### config.mk
export PLATFORM = sky130hd
export DESIGN_NAME = ars_sequencer
export DESIGN_NICKNAME = d
export VERILOG_FILES = /design/src/hdl/ars_pkg.sv /design/src/hdl/ars_clk_detect.sv /design/src/hdl/ars_sequencer.sv
export SDC_FILE = /design/constraint.sdc
export NUM_CORES = 1
export LEC_CHECK = 0
export BUFFER_PORTS_ARGS = -buffer_cell sky130_fd_sc_hd__buf_4
export CAP_MARGIN = 20
export CORE_UTILIZATION = 55
export DETAILED_ROUTE_END_ITERATION = 12
export HOLD_SLACK_MARGIN = 0.15
export PLACE_DENSITY = 0.73
export SETUP_SLACK_MARGIN = 0.2
export SYNTH_ARGS = -nofsm -noshare
export SYNTH_HDL_FRONTEND = slang
export SYNTH_HIERARCHICAL = 1
export SYNTH_SLANG_ARGS = --single-unit
### constraint.sdc
create_clock -name clk_sys -period 6.9 [get_ports clk_sys]
set_input_delay 1.035 -clock clk_sys [delete_from_list [all_inputs] [get_ports clk_sys]]
set_output_delay 1.035 -clock clk_sys [all_outputs]
set_load 0.005 [all_outputs]
### src/hdl/ars_pkg.sv
// Constants and state type shared by the reset and power-down sequencer.
package ars_pkg;

    // Clock rate of clk_sys.
    localparam int CLK_FREQ_MHZ = 200;

    // Initialization length in sys_clk_in periods.
    localparam int INIT_PERIODS = 1024;
    localparam logic [9:0] INIT_LAST = 10'(INIT_PERIODS - 1);

    // Shortest reset low pulse that is recognized, in ns, and as clk_sys cycles (rounded up).
    localparam int RST_MIN_NS = 40;
    localparam logic [3:0] RST_MIN_CYC = 4'((RST_MIN_NS * CLK_FREQ_MHZ + 999) / 1000);

    // Reset low time that leads to power-down, in sys_clk_in cycles.
    localparam int PD_PERIODS = 65536;

    // Clock activity detection: edges needed, and longest gap between edges in clk_sys cycles.
    localparam logic [2:0] CLK_DET_EDGES = 3'h4;
    localparam logic [7:0] CLK_GAP_CYC = 8'h40;

    // Sequencer states.
    typedef enum logic [2:0] {
        ST_WAIT_POR,
        ST_WAIT_CLK,
        ST_INIT,
        ST_RUN,
        ST_HOLD,
        ST_PD
    } ars_state_e;

endpackage

### src/hdl/ars_clk_detect.sv
// Edge and activity detector for the system clock input pin.
`timescale 1ns/1ps

module ars_clk_detect (
    // Clock and reset
    input wire logic clk_sys,
    input wire logic rst,
    // Sampled clock pin
    input wire logic sys_clk_in,
    // Detection results
    output logic sys_edge,
    output logic clk_act
);

    logic prev_r;
    logic prev_nxt;
    logic [7:0] gap_r;
    logic [7:0] gap_nxt;
    logic [2:0] edges_r;
    logic [2:0] edges_nxt;
    logic act_r;
    logic act_nxt;
    logic rise;

    ////////////////////////////////////////////////////////////////////////////////

    // The pin must toggle slower than half of clk_sys for the edge detect to be reliable.
    always_comb begin
        rise = sys_clk_in & ~prev_r;
        prev_nxt = sys_clk_in;
        gap_nxt = gap_r;
        edges_nxt = edges_r;
        act_nxt = act_r;
        if (rise) begin
            gap_nxt = 8'h00;
            if (edges_r != ars_pkg::CLK_DET_EDGES) begin
                edges_nxt = edges_r + 3'h1;
            end
            if (edges_r == ars_pkg::CLK_DET_EDGES - 3'h1) begin
                act_nxt = 1'b1;
            end
        end else if (gap_r == ars_pkg::CLK_GAP_CYC) begin
            edges_nxt = 3'h0;
            act_nxt = 1'b0;
        end else begin
            gap_nxt = gap_r + 8'h01;
        end
    end

    always_ff @(posedge clk_sys or posedge rst) begin
        if (rst) begin
            prev_r <= 1'b0;
            gap_r <= 8'h00;
            edges_r <= 3'h0;
            act_r <= 1'b0;
        end else begin
            prev_r <= prev_nxt;
            gap_r <= gap_nxt;
            edges_r <= edges_nxt;
            act_r <= act_nxt;
        end
    end

    assign sys_edge = rise;
    assign clk_act = act_r;

endmodule // ars_clk_detect

### src/hdl/ars_sequencer.sv
// Reset, initialization and power-down sequencer for the converter's digital section.
// What this block does
// - After power-on reset releases, stay idle until the system clock input is seen active.
// - Each initialization lasts exactly 1024 system clock input periods.
// - Data outputs are driven low while initialization runs.
// - When initialization ends, data outputs are released for normal operation.
// - The active-low reset pin is honoured while the clock runs; its rise starts a new init.
// - Reset held low for 65,536 system clock input cycles enters power-down.
// - In power-down the internal clocks stop and all data outputs stay low.
// - Leaving power-down needs only reset high; a full init then runs once the clock is seen active.
`timescale 1ns/1ps

module ars_sequencer #(
    parameter int PD_PERIODS = ars_pkg::PD_PERIODS
) (
    // Clock and reset
    input wire logic clk_sys,
    input wire logic rst,
    // Power-on reset from the supply monitor, asynchronous, low while supplies are low
    input wire logic por_n_async,
    // System controller pins
    input wire logic sys_clk_in,
    input wire logic rst_n_pin,
    // Converter core data
    input wire logic [3:0] conv_data_in,
    // Data output pins
    output logic [3:0] data_out,
    // Status and core control
    output logic out_enable,
    output logic init_busy,
    output logic power_down,
    output logic core_clk_en
);

    localparam logic [16:0] PD_LAST = 17'(PD_PERIODS - 1);

    logic por_meta_r;
    logic por_sync_r;
    logic sys_edge;
    logic clk_act;
    logic rst_low_ok;
    ars_pkg::ars_state_e st_r;
    ars_pkg::ars_state_e st_nxt;
    logic [9:0] init_cnt_r;
    logic [9:0] init_cnt_nxt;
    logic [16:0] pd_cnt_r;
    logic [16:0] pd_cnt_nxt;
    logic [3:0] lowf_r;
    logic [3:0] lowf_nxt;
    logic [3:0] data_nxt;
    logic out_en_nxt;
    logic busy_nxt;
    logic pd_nxt;
    logic clk_en_nxt;

    ////////////////////////////////////////////////////////////////////////////////

    // The first stage is read only by the second.
    always_ff @(posedge clk_sys or posedge rst) begin
        if (rst) begin
            por_meta_r <= 1'b0;
            por_sync_r <= 1'b0;
        end else begin
            por_meta_r <= por_n_async;
            por_sync_r <= por_meta_r;
        end
    end

    ars_clk_detect u_clk_detect (
        .clk_sys(clk_sys),
        .rst(rst),
        .sys_clk_in(sys_clk_in),
        .sys_edge(sys_edge),
        .clk_act(clk_act)
    );

    ////////////////////////////////////////////////////////////////////////////////

    // Shorter low pulses are treated as glitches, so a controller must respect the minimum width.
    always_comb begin
        lowf_nxt = 4'h0;
        if (!rst_n_pin) begin
            lowf_nxt = (lowf_r == ars_pkg::RST_MIN_CYC) ? lowf_r : lowf_r + 4'h1;
        end
        rst_low_ok = (lowf_r == ars_pkg::RST_MIN_CYC) && !rst_n_pin;
    end

    always_comb begin
        st_nxt = st_r;
        init_cnt_nxt = init_cnt_r;
        pd_cnt_nxt = pd_cnt_r;
        unique case (st_r)
            ars_pkg::ST_WAIT_POR: begin
                st_nxt = ars_pkg::ST_WAIT_CLK;
            end
            ars_pkg::ST_WAIT_CLK: begin
                if (rst_low_ok) begin
                    st_nxt = ars_pkg::ST_HOLD;
                    pd_cnt_nxt = 17'h00000;
                end else if (clk_act) begin
                    st_nxt = ars_pkg::ST_INIT;
                    init_cnt_nxt = 10'h000;
                end
            end
            ars_pkg::ST_INIT: begin
                if (rst_low_ok) begin
                    st_nxt = ars_pkg::ST_HOLD;
                    pd_cnt_nxt = 17'h00000;
                end else if (sys_edge) begin
                    if (init_cnt_r == ars_pkg::INIT_LAST) begin
                        st_nxt = ars_pkg::ST_RUN;
                    end else begin
                        init_cnt_nxt = init_cnt_r + 10'h001;
                    end
                end
            end
            ars_pkg::ST_RUN: begin
                if (rst_low_ok) begin
                    st_nxt = ars_pkg::ST_HOLD;
                    pd_cnt_nxt = 17'h00000;
                end
            end
            ars_pkg::ST_HOLD: begin
                if (rst_n_pin) begin
                    init_cnt_nxt = 10'h000;
                    st_nxt = clk_act ? ars_pkg::ST_INIT : ars_pkg::ST_WAIT_CLK;
                end else if (sys_edge) begin
                    if (pd_cnt_r == PD_LAST) begin
                        st_nxt = ars_pkg::ST_PD;
                    end else begin
                        pd_cnt_nxt = pd_cnt_r + 17'h00001;
                    end
                end
            end
            ars_pkg::ST_PD: begin
                // The clock may be gone here; init only starts once it is seen again.
                if (rst_n_pin) begin
                    st_nxt = ars_pkg::ST_WAIT_CLK;
                end
            end
            default: begin
                st_nxt = ars_pkg::ST_WAIT_POR;
            end
        endcase
        if (!por_sync_r) begin
            st_nxt = ars_pkg::ST_WAIT_POR;
        end
    end

    // Outputs are computed from the next state so that they change with it.
    always_comb begin
        out_en_nxt = (st_nxt == ars_pkg::ST_RUN);
        data_nxt = out_en_nxt ? conv_data_in : 4'h0;
        busy_nxt = (st_nxt == ars_pkg::ST_INIT);
        pd_nxt = (st_nxt == ars_pkg::ST_PD);
        clk_en_nxt = !pd_nxt;
    end

    always_ff @(posedge clk_sys or posedge rst) begin
        if (rst) begin
            st_r <= ars_pkg::ST_WAIT_POR;
            init_cnt_r <= 10'h000;
            pd_cnt_r <= 17'h00000;
            lowf_r <= 4'h0;
            data_out <= 4'h0;
            out_enable <= 1'b0;
            init_busy <= 1'b0;
            power_down <= 1'b0;
            core_clk_en <= 1'b1;
        end else begin
            st_r <= st_nxt;
            init_cnt_r <= init_cnt_nxt;
            pd_cnt_r <= pd_cnt_nxt;
            lowf_r <= lowf_nxt;
            data_out <= data_nxt;
            out_enable <= out_en_nxt;
            init_busy <= busy_nxt;
            power_down <= pd_nxt;
            core_clk_en <= clk_en_nxt;
        end
    end

    ////////////////////////////////////////////////////////////////////////////////

    // Counts clock input edges seen during one initialization.
    logic [10:0] hlp_edges_r;

    always_ff @(posedge clk_sys or posedge rst) begin
        if (rst) begin
            hlp_edges_r <= 11'h000;
        end else if (st_r != ars_pkg::ST_INIT) begin
            hlp_edges_r <= 11'h000;
        end else if (sys_edge) begin
            hlp_edges_r <= hlp_edges_r + 11'h001;
        end
    end
endmodule // ars_sequencer

# [Yosys cells after proc, flatten, opt, wreduce, memory -nomap -nowiden]
# Cells that the tools add are included.
[totals] regBits=57 latch_bits=0 ramBits=0 rom_bits=0 inputBits=9 output_inout_bits=8 memories=0
[op_classes] add_sub_neg=5 mul=0 div_mod_pow=0 order_cmp=0 eq_ne=28 shift=0 muxes=36 bitwise=2 reduce_logical=12
[op_table] operator="17-bit two-way mux" count=4
[op_table] operator="10-bit two-way mux" count=6
[op_table] operator="3-bit two-way mux" count=14
[op_table] operator="17-bit case mux with 2 select lines" count=1
[op_table] operator="10-bit case mux with 3 select lines" count=1
[op_table] operator="2-bit inequality test, second input constant" count=10
[op_table] operator="3-bit case mux with 6 select lines" count=1
[op_table] operator="17-bit by 1-bit adder with 17-bit output, second input constant" count=1
[op_table] operator="17-bit by 16-bit equality test with 1-bit output, second input constant" count=1
[op_table] operator="8-bit two-way mux" count=2
[op_table] operator="3-bit by 2-bit equality test with 1-bit output, second input constant" count=5
[op_table] operator="4-bit two-way mux" count=3
[op_table] operator="10-bit by 1-bit adder with 10-bit output, second input constant" count=1
[op_table] operator="10-bit equality test, second input constant" count=1
[op_table] operator="3-bit equality test, second input constant" count=3
[op_table] operator="8-bit by 1-bit adder with 8-bit output, second input constant" count=1
[op_table] operator="8-bit by 7-bit equality test with 1-bit output, second input constant" count=1
[op_table] operator="2-bit by 1-bit inequality test with 1-bit output, second input constant" count=4
[op_table] operator="7-bit AND reduction" count=1
[op_table] operator="5-bit AND reduction" count=1
[op_table] operator="4-bit by 1-bit adder with 4-bit output, second input constant" count=1
[op_table] operator="4-bit equality test, second input constant" count=1
[op_table] operator="2-bit AND reduction" count=2
[op_table] operator="2-bit nonzero test" count=2
[op_table] operator="12 further kinds" count=15

# [Depth between registers and ports, before layout]
# Gate-level depths: netlist of run 1.
[logic_depth] ltp_word=8 mapped_depth=10 ltp_nobuf=8

# [Modules after synthesis]
# The synthesis of run 1 kept the hierarchy.
[modules_own_cells] module="ars_sequencer" n_inst=1 cells_each=247 area_per_inst_um2=2407.3 seq_area_each_um2=1102.3
[modules_own_cells] module="ars_clk_detect" n_inst=1 cells_each=73 area_per_inst_um2=715.7 seq_area_each_um2=325.3

# [Worst setup path after synthesis of run 1]
# No wires, ideal clock.
[synth_path] path_type="input-to-reg" startpoint="in sys_clk_in" endpoint="reg pd_cnt_r[5]" setup_time_ps=74 t_arrival_ps=2664 required_ps=6826 setup_slack_ps=4162 cell_stages=9 path_cell_list="nand2b_1 > inv_1 > buf_2 > and4bb_1 > buf_4 > a22oi_4 > buf_6 > or4_4 > a21oi_2"
[synth_via] elab_chain_len=3
[synth_rtl] element="start, declared" line="ars_sequencer.sv:22" text="input wire logic sys_clk_in,"
[synth_rtl] element="1-bit AND" line="ars_clk_detect.sv:29" text="rise = sys_clk_in & ~prev_r;"
[synth_rtl] element="named net sys_edge" line="ars_sequencer.sv:39" text="logic sys_edge;"
[synth_rtl] element="2-bit inequality test (no source line)"
[synth_rtl] element="5-bit AND reduction (no source line)"
[synth_rtl] element="end signal, assigned" line="ars_sequencer.sv:173" text="pd_cnt_r <= pd_cnt_nxt;"
[synth_rtl] element="end, declared" line="ars_sequencer.sv:46" text="logic [16:0] pd_cnt_r;"
# The timed path passes the listed nets, and every way through them passes these cells.
# A chain may end at the register's enable or synchronous reset.

# [Worst setup path in the final report of run 1]
[layout_path] startpoint="in sys_clk_in" endpoint="reg pd_cnt_r[14]"
# Same word-level chain as after synthesis.

==> impl_results.rst, run 1 <==
.. list-table::
   :header-rows: 1

   * - Metric
     - Value
   * - Drt drc
     - 0
   * - Asr flop ratio synth
     - between 90% and 100%
   * - Largest net degree at the start of global routing
     - between 40 and 50
   * - Number of buffers on the longest clock path
     - 2
   * - Startpoint class of the critical path
     - primary input
   * - Post-synthesis share of cell area spent on xor and xnor gates
     - under 10%
   * - Classification of the worst-slack hold path
     - flip-flop to flip-flop
   * - Fraction of power consumed by the clock network
     - 33.9%
   * - Via count of the first global-routing pass
     - about 2400
   * - Data required time of the critical path
     - 7170 ps
   * - Hold-critical path depth
     - 0
   * - Row Count
     - 27
   * - Adder-cell area share of the yosys netlist
     - approximately 4%
   * - Floorplan die area
     - 5980 um^2
   * - Dominant cell by count in the synthesized netlist
     - sky130_fd_sc_hd__dfrtp_1
   * - Int Pwr
     - 633 uW
   * - Global routing usage summed across all routing layers
     - approximately 23%
   * - RePlAce Congestion
     - 0.749
   * - Complex-gate fraction of the synthesized area
     - between 10% and 20%
   * - Worst stage delay on the critical path
     - around 560 ps
   * - Global-route wire length before repair
     - about 11 mm
   * - Status
     - finished, final reports clean
   * - Sort of element at the end of the critical path
     - flip-flop
   * - Number of antenna violations at the first check in global routing
     - 0
   * - Area of the core
     - 5470 um^2
   * - Inserted Diodes
     - 0
   * - H-tree depth
     - 3
   * - Leading area contributor after synthesis
     - sky130_fd_sc_hd__dfrtp_1
   * - Routed wire length
     - approximately 6 mm
   * - CTS tree
     - built
   * - Max Fclk
     - ~0.34 GHz
   * - Number of maximum-capacitance constraint violations
     - 0
   * - Worst vdd rail ir drop
     - about 0.13 mV
   * - Finished Layout Cells
     - 411
   * - Number of distinct standard cells referenced by the synthesized netlist
     - 63
   * - Avg WL per Cell
     - between 10 and 15 um
   * - Max-slew violation count
     - 0
   * - Register clock-pin slew on the reported worst setup and hold paths
     - around 60 ps
   * - Area contributors post-synth
     - sky130_fd_sc_hd__dfrtp_1 (45%), sky130_fd_sc_hd__nand3_1 (4.6%), sky130_fd_sc_hd__ha_1 (4.0%)
   * - Chip Width
     - about 77 um
   * - Post-synthesis share of cell area spent on and, or, nand and nor gates
     - about 26%
   * - Fraction of synthesized area in multiplexers
     - 1.36%
   * - Die height
     - just under 80 um
   * - Final hold violations
     - 0
   * - Total setup buffers inserted after CTS
     - 0
   * - Nets in the synthesized netlist
     - about 340
   * - Combinational share of power
     - between 20% and 30%
   * - Netlist area before placement
     - approximately 3100 um^2
   * - Combinational family with the most area after synthesis
     - simple AND/OR/NAND/NOR gates
   * - Sum of negative setup slack
     - 0 ps
   * - Antenna viol nets, final
     - 0
   * - Setup clock skew after layout
     - 5.52 ps
   * - Vias/cell
     - about 6.0
   * - Number of buffer cells added on primary ports
     - 16
   * - Number of setup violations in the final report
     - 0
   * - TritonCTS Buffers
     - 9
   * - Unrepaired setup endpoints after global routing
     - false
   * - Crit-path slowest cell
     - sky130_fd_sc_hd__or4_1
   * - Effective utilization at floorplan
     - 57.1%
   * - Source of the worst hold timing path
     - por_meta_r
   * - Kind of critical path
     - primary input to flip-flop
   * - First drt pass iteration count
     - 4
   * - Remaining global-route overflow
     - 0
   * - Post-synth EDFFs
     - 0
   * - Net switching power figure
     - about 290 uW
   * - Minimum clock period
     - roughly 2900 ps
   * - I/O pin count
     - 17
   * - Count of yosys warnings during synthesis
     - 6
   * - Cts repair resizes
     - 0
   * - Arrival time of data at the critical path endpoint
     - between 3000 and 4000 ps
   * - Sequential share of the synthesized area
     - approximately 46%
   * - Source-to-sink clock delay at the later pin of the worst-skew pair
     - 340 ps
   * - Total power density per cell area
     - roughly 270 nW/um^2
   * - CTS root buffer
     - sky130_fd_sc_hd__clkbuf_8
   * - DRC marker count from the first detailed-route iteration
     - 100
   * - Number of hold-repair buffers added at the cts stage
     - 0
   * - Worst flop-to-flop path startpoint
     - pd_cnt_r[0]
   * - Worst setup slack for register-to-register paths
     - 4180 ps
   * - Crit-path cells
     - buf_4 -> nand2b_1 -> inv_1 -> and4bb_1 -> nand3_1 -> or4_1 -> a21oi_1
   * - Slew margin rel.
     - 42.5%
   * - Via count
     - 2477
   * - Final core occ
     - between 60% and 70%
   * - Per-instance average area after synthesis
     - ~10 um^2
   * - Sequential Area
     - about 1400 um^2
   * - Filler cell count in the final layout
     - about 460
   * - Most frequently used flop master after synthesis
     - sky130_fd_sc_hd__dfrtp_1
   * - Total number of clock tree sinks
     - between 50 and 60
   * - Transition time at the pin with the least slew margin
     - roughly 860 ps
   * - Register bit total from synthesis
     - 57
   * - Total half-perimeter wirelength after legalization and detailed placement
     - between 4 and 5 mm
   * - Sw Share
     - a little under a third
   * - Area added between synthesis and finish
     - 10.9%
   * - Power share of the sequential group
     - 45.5%
   * - Most common library cells after synthesis
     - sky130_fd_sc_hd__dfrtp_1 (56), sky130_fd_sc_hd__nand3_1 (29), sky130_fd_sc_hd__nand2_1 (25)
   * - Destination of the worst hold path
     - por_sync_r
   * - Syn Inst Count
     - 320
   * - Number of cells in the design after placement
     - just under 400
   * - Static Leak
     - approximately 1.5 nW
   * - Terminus of the critical flop-to-flop path
     - pd_cnt_r[14]
   * - Share of post-route cells with drive strength above 1
     - between 10 and 15%
   * - Multi-input gate area in the final layout
     - 1540 um^2
   * - Worst r2r path cells
     - 8
   * - Top cell type's share of synthesized area
     - between 40% and 50%
   * - Largest fanout of any net on the critical path
     - 20
   * - Fraction of the cycle the final worst path needs
     - between 40% and 50%
   * - Number of nets in the layout
     - 354
critical path, delay by kind of cell:
family | cells | cell delay (ps)
simple gates | 4 | 1490
compound gates | 1 | 140
buf+inv | 2 | 540
cell families after synthesis:
logic type	count (synthesis)
AO/OA/AOI/OAI	73
XOR/XNOR	8
adder cells (fa/ha/maj)	10
buffers and inverters	34
flip-flops	57
multiplexers	4
AND/OR/NAND/NOR	134
final cells by class:
type                    count  area share (%)
multi-input cells         229            44.3
repair buffers             19            4.12
clock inverters             3            1.16
flip-flops and latches     57            41.2
clock buffers              12            4.48
inverters                  19            2.06
well taps                  72            2.60
power groups by stage:
stage / combinational [mW] / sequential [mW] / clock, mW
2_1_floorplan: 0.157 / 0.402 / 0
3_3_place_gp: 0.180 / 0.423 / 0
3_5_place_dp: 0.188 / 0.423 / 0
4_1_cts: 0.190 / 0.417 / 0.320
5_1_grt: 0.216 / 0.423 / 0.334
6_report: 0.189 / 0.418 / 0.312
flip-flops by register name, summed over array words and instances, names as in the netlist:
name and flops:
pd_cnt_r 17, init_cnt_r 10, u_clk_detect/gap_r 8, data_out 4, lowf_r 4, st_r 3, u_clk_detect/edges_r 3, core_clk_en 1
init_busy 1, out_enable 1, por_meta_r 1, por_sync_r 1, power_down 1, u_clk_detect/clk_act 1, u_clk_detect/prev_r 1
per-layer routing:
metal  track usage [%]  vias to the layer above  share of wire [%]
met5                 0                        -                  0
met4              11.1                        0                2.2
met3              5.76                       12                3.3
met2              37.2                       38                 47
met1              28.9                     1204                 47
li1                  -                     1223                  -
cells in the final DEF (no fill, tap or decap), types with 3 or more instances in the layout:
master / n
sky130_fd_sc_hd__a211oi_1: 4
sky130_fd_sc_hd__a21oi_1: 22
sky130_fd_sc_hd__a22o_1: 3
sky130_fd_sc_hd__and3_1: 4
sky130_fd_sc_hd__buf_4: 19
sky130_fd_sc_hd__clkbuf_8: 11
sky130_fd_sc_hd__dfrtp_1: 56
sky130_fd_sc_hd__ha_1: 10
sky130_fd_sc_hd__inv_1: 18
sky130_fd_sc_hd__nand2_1: 25
sky130_fd_sc_hd__nand2b_1: 6
sky130_fd_sc_hd__nand3_1: 29
sky130_fd_sc_hd__nand4_1: 10
sky130_fd_sc_hd__nor2_1: 9
sky130_fd_sc_hd__nor2b_1: 3
sky130_fd_sc_hd__nor3_1: 8
sky130_fd_sc_hd__nor4b_1: 3
sky130_fd_sc_hd__o21ai_0: 14
sky130_fd_sc_hd__o311ai_0: 3
sky130_fd_sc_hd__o31ai_1: 6
sky130_fd_sc_hd__or3_1: 7
sky130_fd_sc_hd__or4_1: 6
sky130_fd_sc_hd__xor2_1: 6
worst max path at each step:
stage	endpoint	cells past startpoint	start
2_1_floorplan	pd_cnt_r[5]	9	sys_clk_in
3_3_place_gp	pd_cnt_r[14]	7	sys_clk_in
3_5_place_dp	pd_cnt_r[14]	7	sys_clk_in
4_1_cts	pd_cnt_r[14]	7	sys_clk_in
5_1_grt	pd_cnt_r[14]	7	sys_clk_in
6_report	pd_cnt_r[14]	7	sys_clk_in
stage by stage:
stage / total power [mW] / worst slack (ps) / area, um^2 / hold WS (ps)
after floorplan: 0.559 / 4160 / 3120 / 331
after global placement: 0.603 / 3700 / 3270 / 352
after detailed placement: 0.611 / 3640 / 3270 / 353
after CTS: 0.927 / 3970 / 3460 / 367
after global routing: 0.973 / 3710 / 3460 / 372
final: 0.918 / 3960 / 3460 / 361
Note: power is estimated with default switching activity, not from simulation.
==> run 2, diff against run 1 <==
- clock period: 6.9 -> 2.9 ns (I/O delays scaled with it)
==> run 2 against run 1 <==
  * Sequential share of layout area is 0.82 points lower
  * Worst hold slack worse by 170 ps
  * Total power is 150% higher
  * Worst setup slack worse by 3600 ps
  * Core utilization is 1.3 points higher
  * Count of clock-buffer cells in the layout is 3 lower
  * Critical path type is now flip-flop to flip-flop
  * Critical path depth is 1 higher
  * Clock skew is 6.6 ps higher
  * Largest cell class unchanged
  * Design area is 2.0% higher
==> impl_results.rst, run 2 (same netlist as run 1, synthesis figures left out) <==
.. list-table::
   :header-rows: 1

   * - Metric
     - Value
   * - Status
     - finished, final reports clean
   * - Worst vdd rail ir drop
     - between 0.3 and 0.4 mV
   * - Terminus of the critical flop-to-flop path
     - pd_cnt_r[14]
   * - Commonest cells after routing, fill and taps aside
     - sky130_fd_sc_hd__dfrtp_1 (56), sky130_fd_sc_hd__nand3_1 (28), sky130_fd_sc_hd__nand2_1 (25)
   * - Most flops, register
     - pd_cnt_r
   * - Area of the core
     - 5470 um^2
   * - Total power density per cell area
     - around 650 nW/um^2
   * - Sort of element at the end of the critical path
     - flip-flop
   * - Number of nets in the layout
     - between 300 and 400
   * - Area added between synthesis and finish
     - 13.1%
   * - Number of antenna violations at the first check in global routing
     - 0
   * - Die height
     - around 77 um
   * - Number of buffers on the longest clock path
     - 2
   * - Arrival time of data at the critical path endpoint
     - 2830 ps
   * - Global-route wire length before repair
     - about 11 mm
   * - Data required time of the critical path
     - roughly 3200 ps
   * - Number of buffer cells added on primary ports
     - 16
   * - Worst setup slack for register-to-register paths
     - about 360 ps
   * - Hold-critical path depth
     - 1
   * - Crit-path cells
     - ha_1 -> and2_1 -> and3_1 -> ha_1 -> and4bb_2 -> nand3_2 -> or4_1 -> a21oi_1
   * - Startpoint class of the critical path
     - flip-flop
   * - Setup slack after placement
     - between 200 and 250 ps
   * - Via count
     - 2531
   * - Avg WL per Cell
     - between 10 and 15 um
   * - Share of post-route cells with drive strength above 1
     - ~16%
   * - Worst r2r path cells
     - 8
   * - Regs by FF count
     - pd_cnt_r x17, init_cnt_r x10, u_clk_detect/gap_r x8
   * - Final worst setup slack
     - between 300 and 400 ps
   * - Max-slew violation count
     - 0
   * - Total half-perimeter wirelength after legalization and detailed placement
     - 4.15 mm
   * - Cell family with most CP delay
     - simple AND/OR/NAND/NOR gates
   * - Static Leak
     - 1.57 nW
   * - Register clock-pin slew on the reported worst setup and hold paths
     - ~80 ps
   * - RePlAce Congestion
     - ~0.76
   * - Transition time at the pin with the least slew margin
     - approximately 650 ps
   * - TritonCTS Buffers
     - 9
   * - Remaining global-route overflow
     - 0
   * - H-tree depth
     - 3
   * - Max Fclk
     - between 0.3 and 0.4 GHz
   * - Fraction of the cycle the final worst path needs
     - about 88%
   * - Global routing usage summed across all routing layers
     - 23.8%
   * - Routed wire length
     - between 6 and 7 mm
   * - Destination of the worst hold path
     - por_meta_r
   * - Worst flop-to-flop path startpoint
     - pd_cnt_r[0]
   * - Buf/Inv on CP
     - 0
   * - Row Count
     - 27
   * - Most prevalent standard cell on the critical path
     - sky130_fd_sc_hd__ha_1
   * - Number of maximum-capacitance constraint violations
     - 0
   * - Effective utilization at floorplan
     - between 50% and 60%
   * - I/O pin count
     - 17
   * - Number of flip-flops in the largest register
     - 17
   * - Via count of the first global-routing pass
     - ~2400
   * - CTS tree
     - built
   * - Largest net degree at the start of global routing
     - 45
   * - Number of cells in the design after placement
     - 399
   * - Chip Width
     - about 77 um
   * - Setup clock skew after layout
     - roughly 12 ps
   * - DRC marker count from the first detailed-route iteration
     - about 180
   * - CTS root buffer
     - sky130_fd_sc_hd__clkbuf_8
   * - Classification of the worst-slack hold path
     - primary input to flip-flop
   * - Minimum clock period
     - roughly 2500 ps
   * - Antenna viol nets, final
     - 0
   * - Finished Layout Cells
     - about 420
   * - First drt pass iteration count
     - 4
   * - Floorplan die area
     - roughly 6000 um^2
   * - Sum of negative setup slack
     - 0 ps
   * - Vias/cell
     - slightly above 6
   * - Most common cell after layout, fill and taps aside
     - sky130_fd_sc_hd__dfrtp_1
   * - Fin Hold WS
     - 187 ps
   * - Slew margin rel.
     - a little under three fifths
   * - Final core occ
     - about 65%
   * - Inserted Diodes
     - 0
   * - Kind of critical path
     - flip-flop to flip-flop
   * - Worst stage delay on the critical path
     - between 500 and 600 ps
   * - Number of setup violations in the final report
     - 0
   * - Drt drc
     - 0
   * - Largest fanout of any net on the critical path
     - 8
   * - Final hold violations
     - 0
   * - Source-to-sink clock delay at the later pin of the worst-skew pair
     - between 300 and 400 ps
   * - Crit-path slowest cell
     - sky130_fd_sc_hd__or4_1
   * - Overall power after layout
     - around 2.3 mW
   * - Unrepaired setup endpoints after global routing
     - false
   * - Post-route cell area
     - around 3500 um^2
   * - Placed Instance Area
     - 3290 um^2
   * - Total number of clock tree sinks
     - 57
   * - Source of the worst hold timing path
     - por_n_async
   * - Total setup buffers inserted after CTS
     - 0
## run 2: changes by cell type in the layout (fill, tap and decap cells not counted), sizes merged
cell	previous run	this run
clkbuf	12	9
buf	19	22
bufinv	1	2
clkinv	3	5
inv	18	19
dlygate4sd3	0	1
## run 2: per-layer routing
metal	share of wire (%)	vias to the layer above	global-route usage [%]	routed length [um]
li1	-	1240	-	-
met1	46	1233	30.0	2870
met2	49	54	37.8	3020
met3	4.5	4	8.24	280
met4	0.68	0	9.06	42
met5	0	-	0	0
## run 2: report_power, final
group | leakage [nW] | switching, mW | internal (mW)
registers | 0.762 | 0.108 | 0.883
logic | 0.699 | 0.259 | 0.193
clock network | 0.114 | 0.356 | 0.492
## run 2: worst max-delay path by stage
stage          cells past startpoint            to  slack, ps   startpoint
3_5_place_dp                       8  pd_cnt_r[14]        220  pd_cnt_r[0]
3_3_place_gp                       8  pd_cnt_r[14]        290  pd_cnt_r[0]
4_1_cts                            8  pd_cnt_r[14]        210  pd_cnt_r[0]
5_1_grt                            8  pd_cnt_r[14]        240  pd_cnt_r[0]
2_1_floorplan                     10   pd_cnt_r[5]        520  pd_cnt_r[0]
6_report                           8  pd_cnt_r[14]        360  pd_cnt_r[0]
## run 2: layout make-up
cell class / instances / area [um^2]
Tap cell: 72 / 90.1
Clock buffer: 9 / 124
Clock inverter: 7 / 104
Inverter: 19 / 71.3
Multi-Input combinational cell: 229 / 1540
Sequential cell: 57 / 1430
Fill cell: 439 / 1940
Timing Repair Buffer: 23 / 175
## run 2: timing repair
action                                 in CTS  in global routing
hold buffers                                1                  0
gates resized for setup                     0                  2
setup endpoints to repair                   0                  5
endpoints found under the hold margin      13                  0
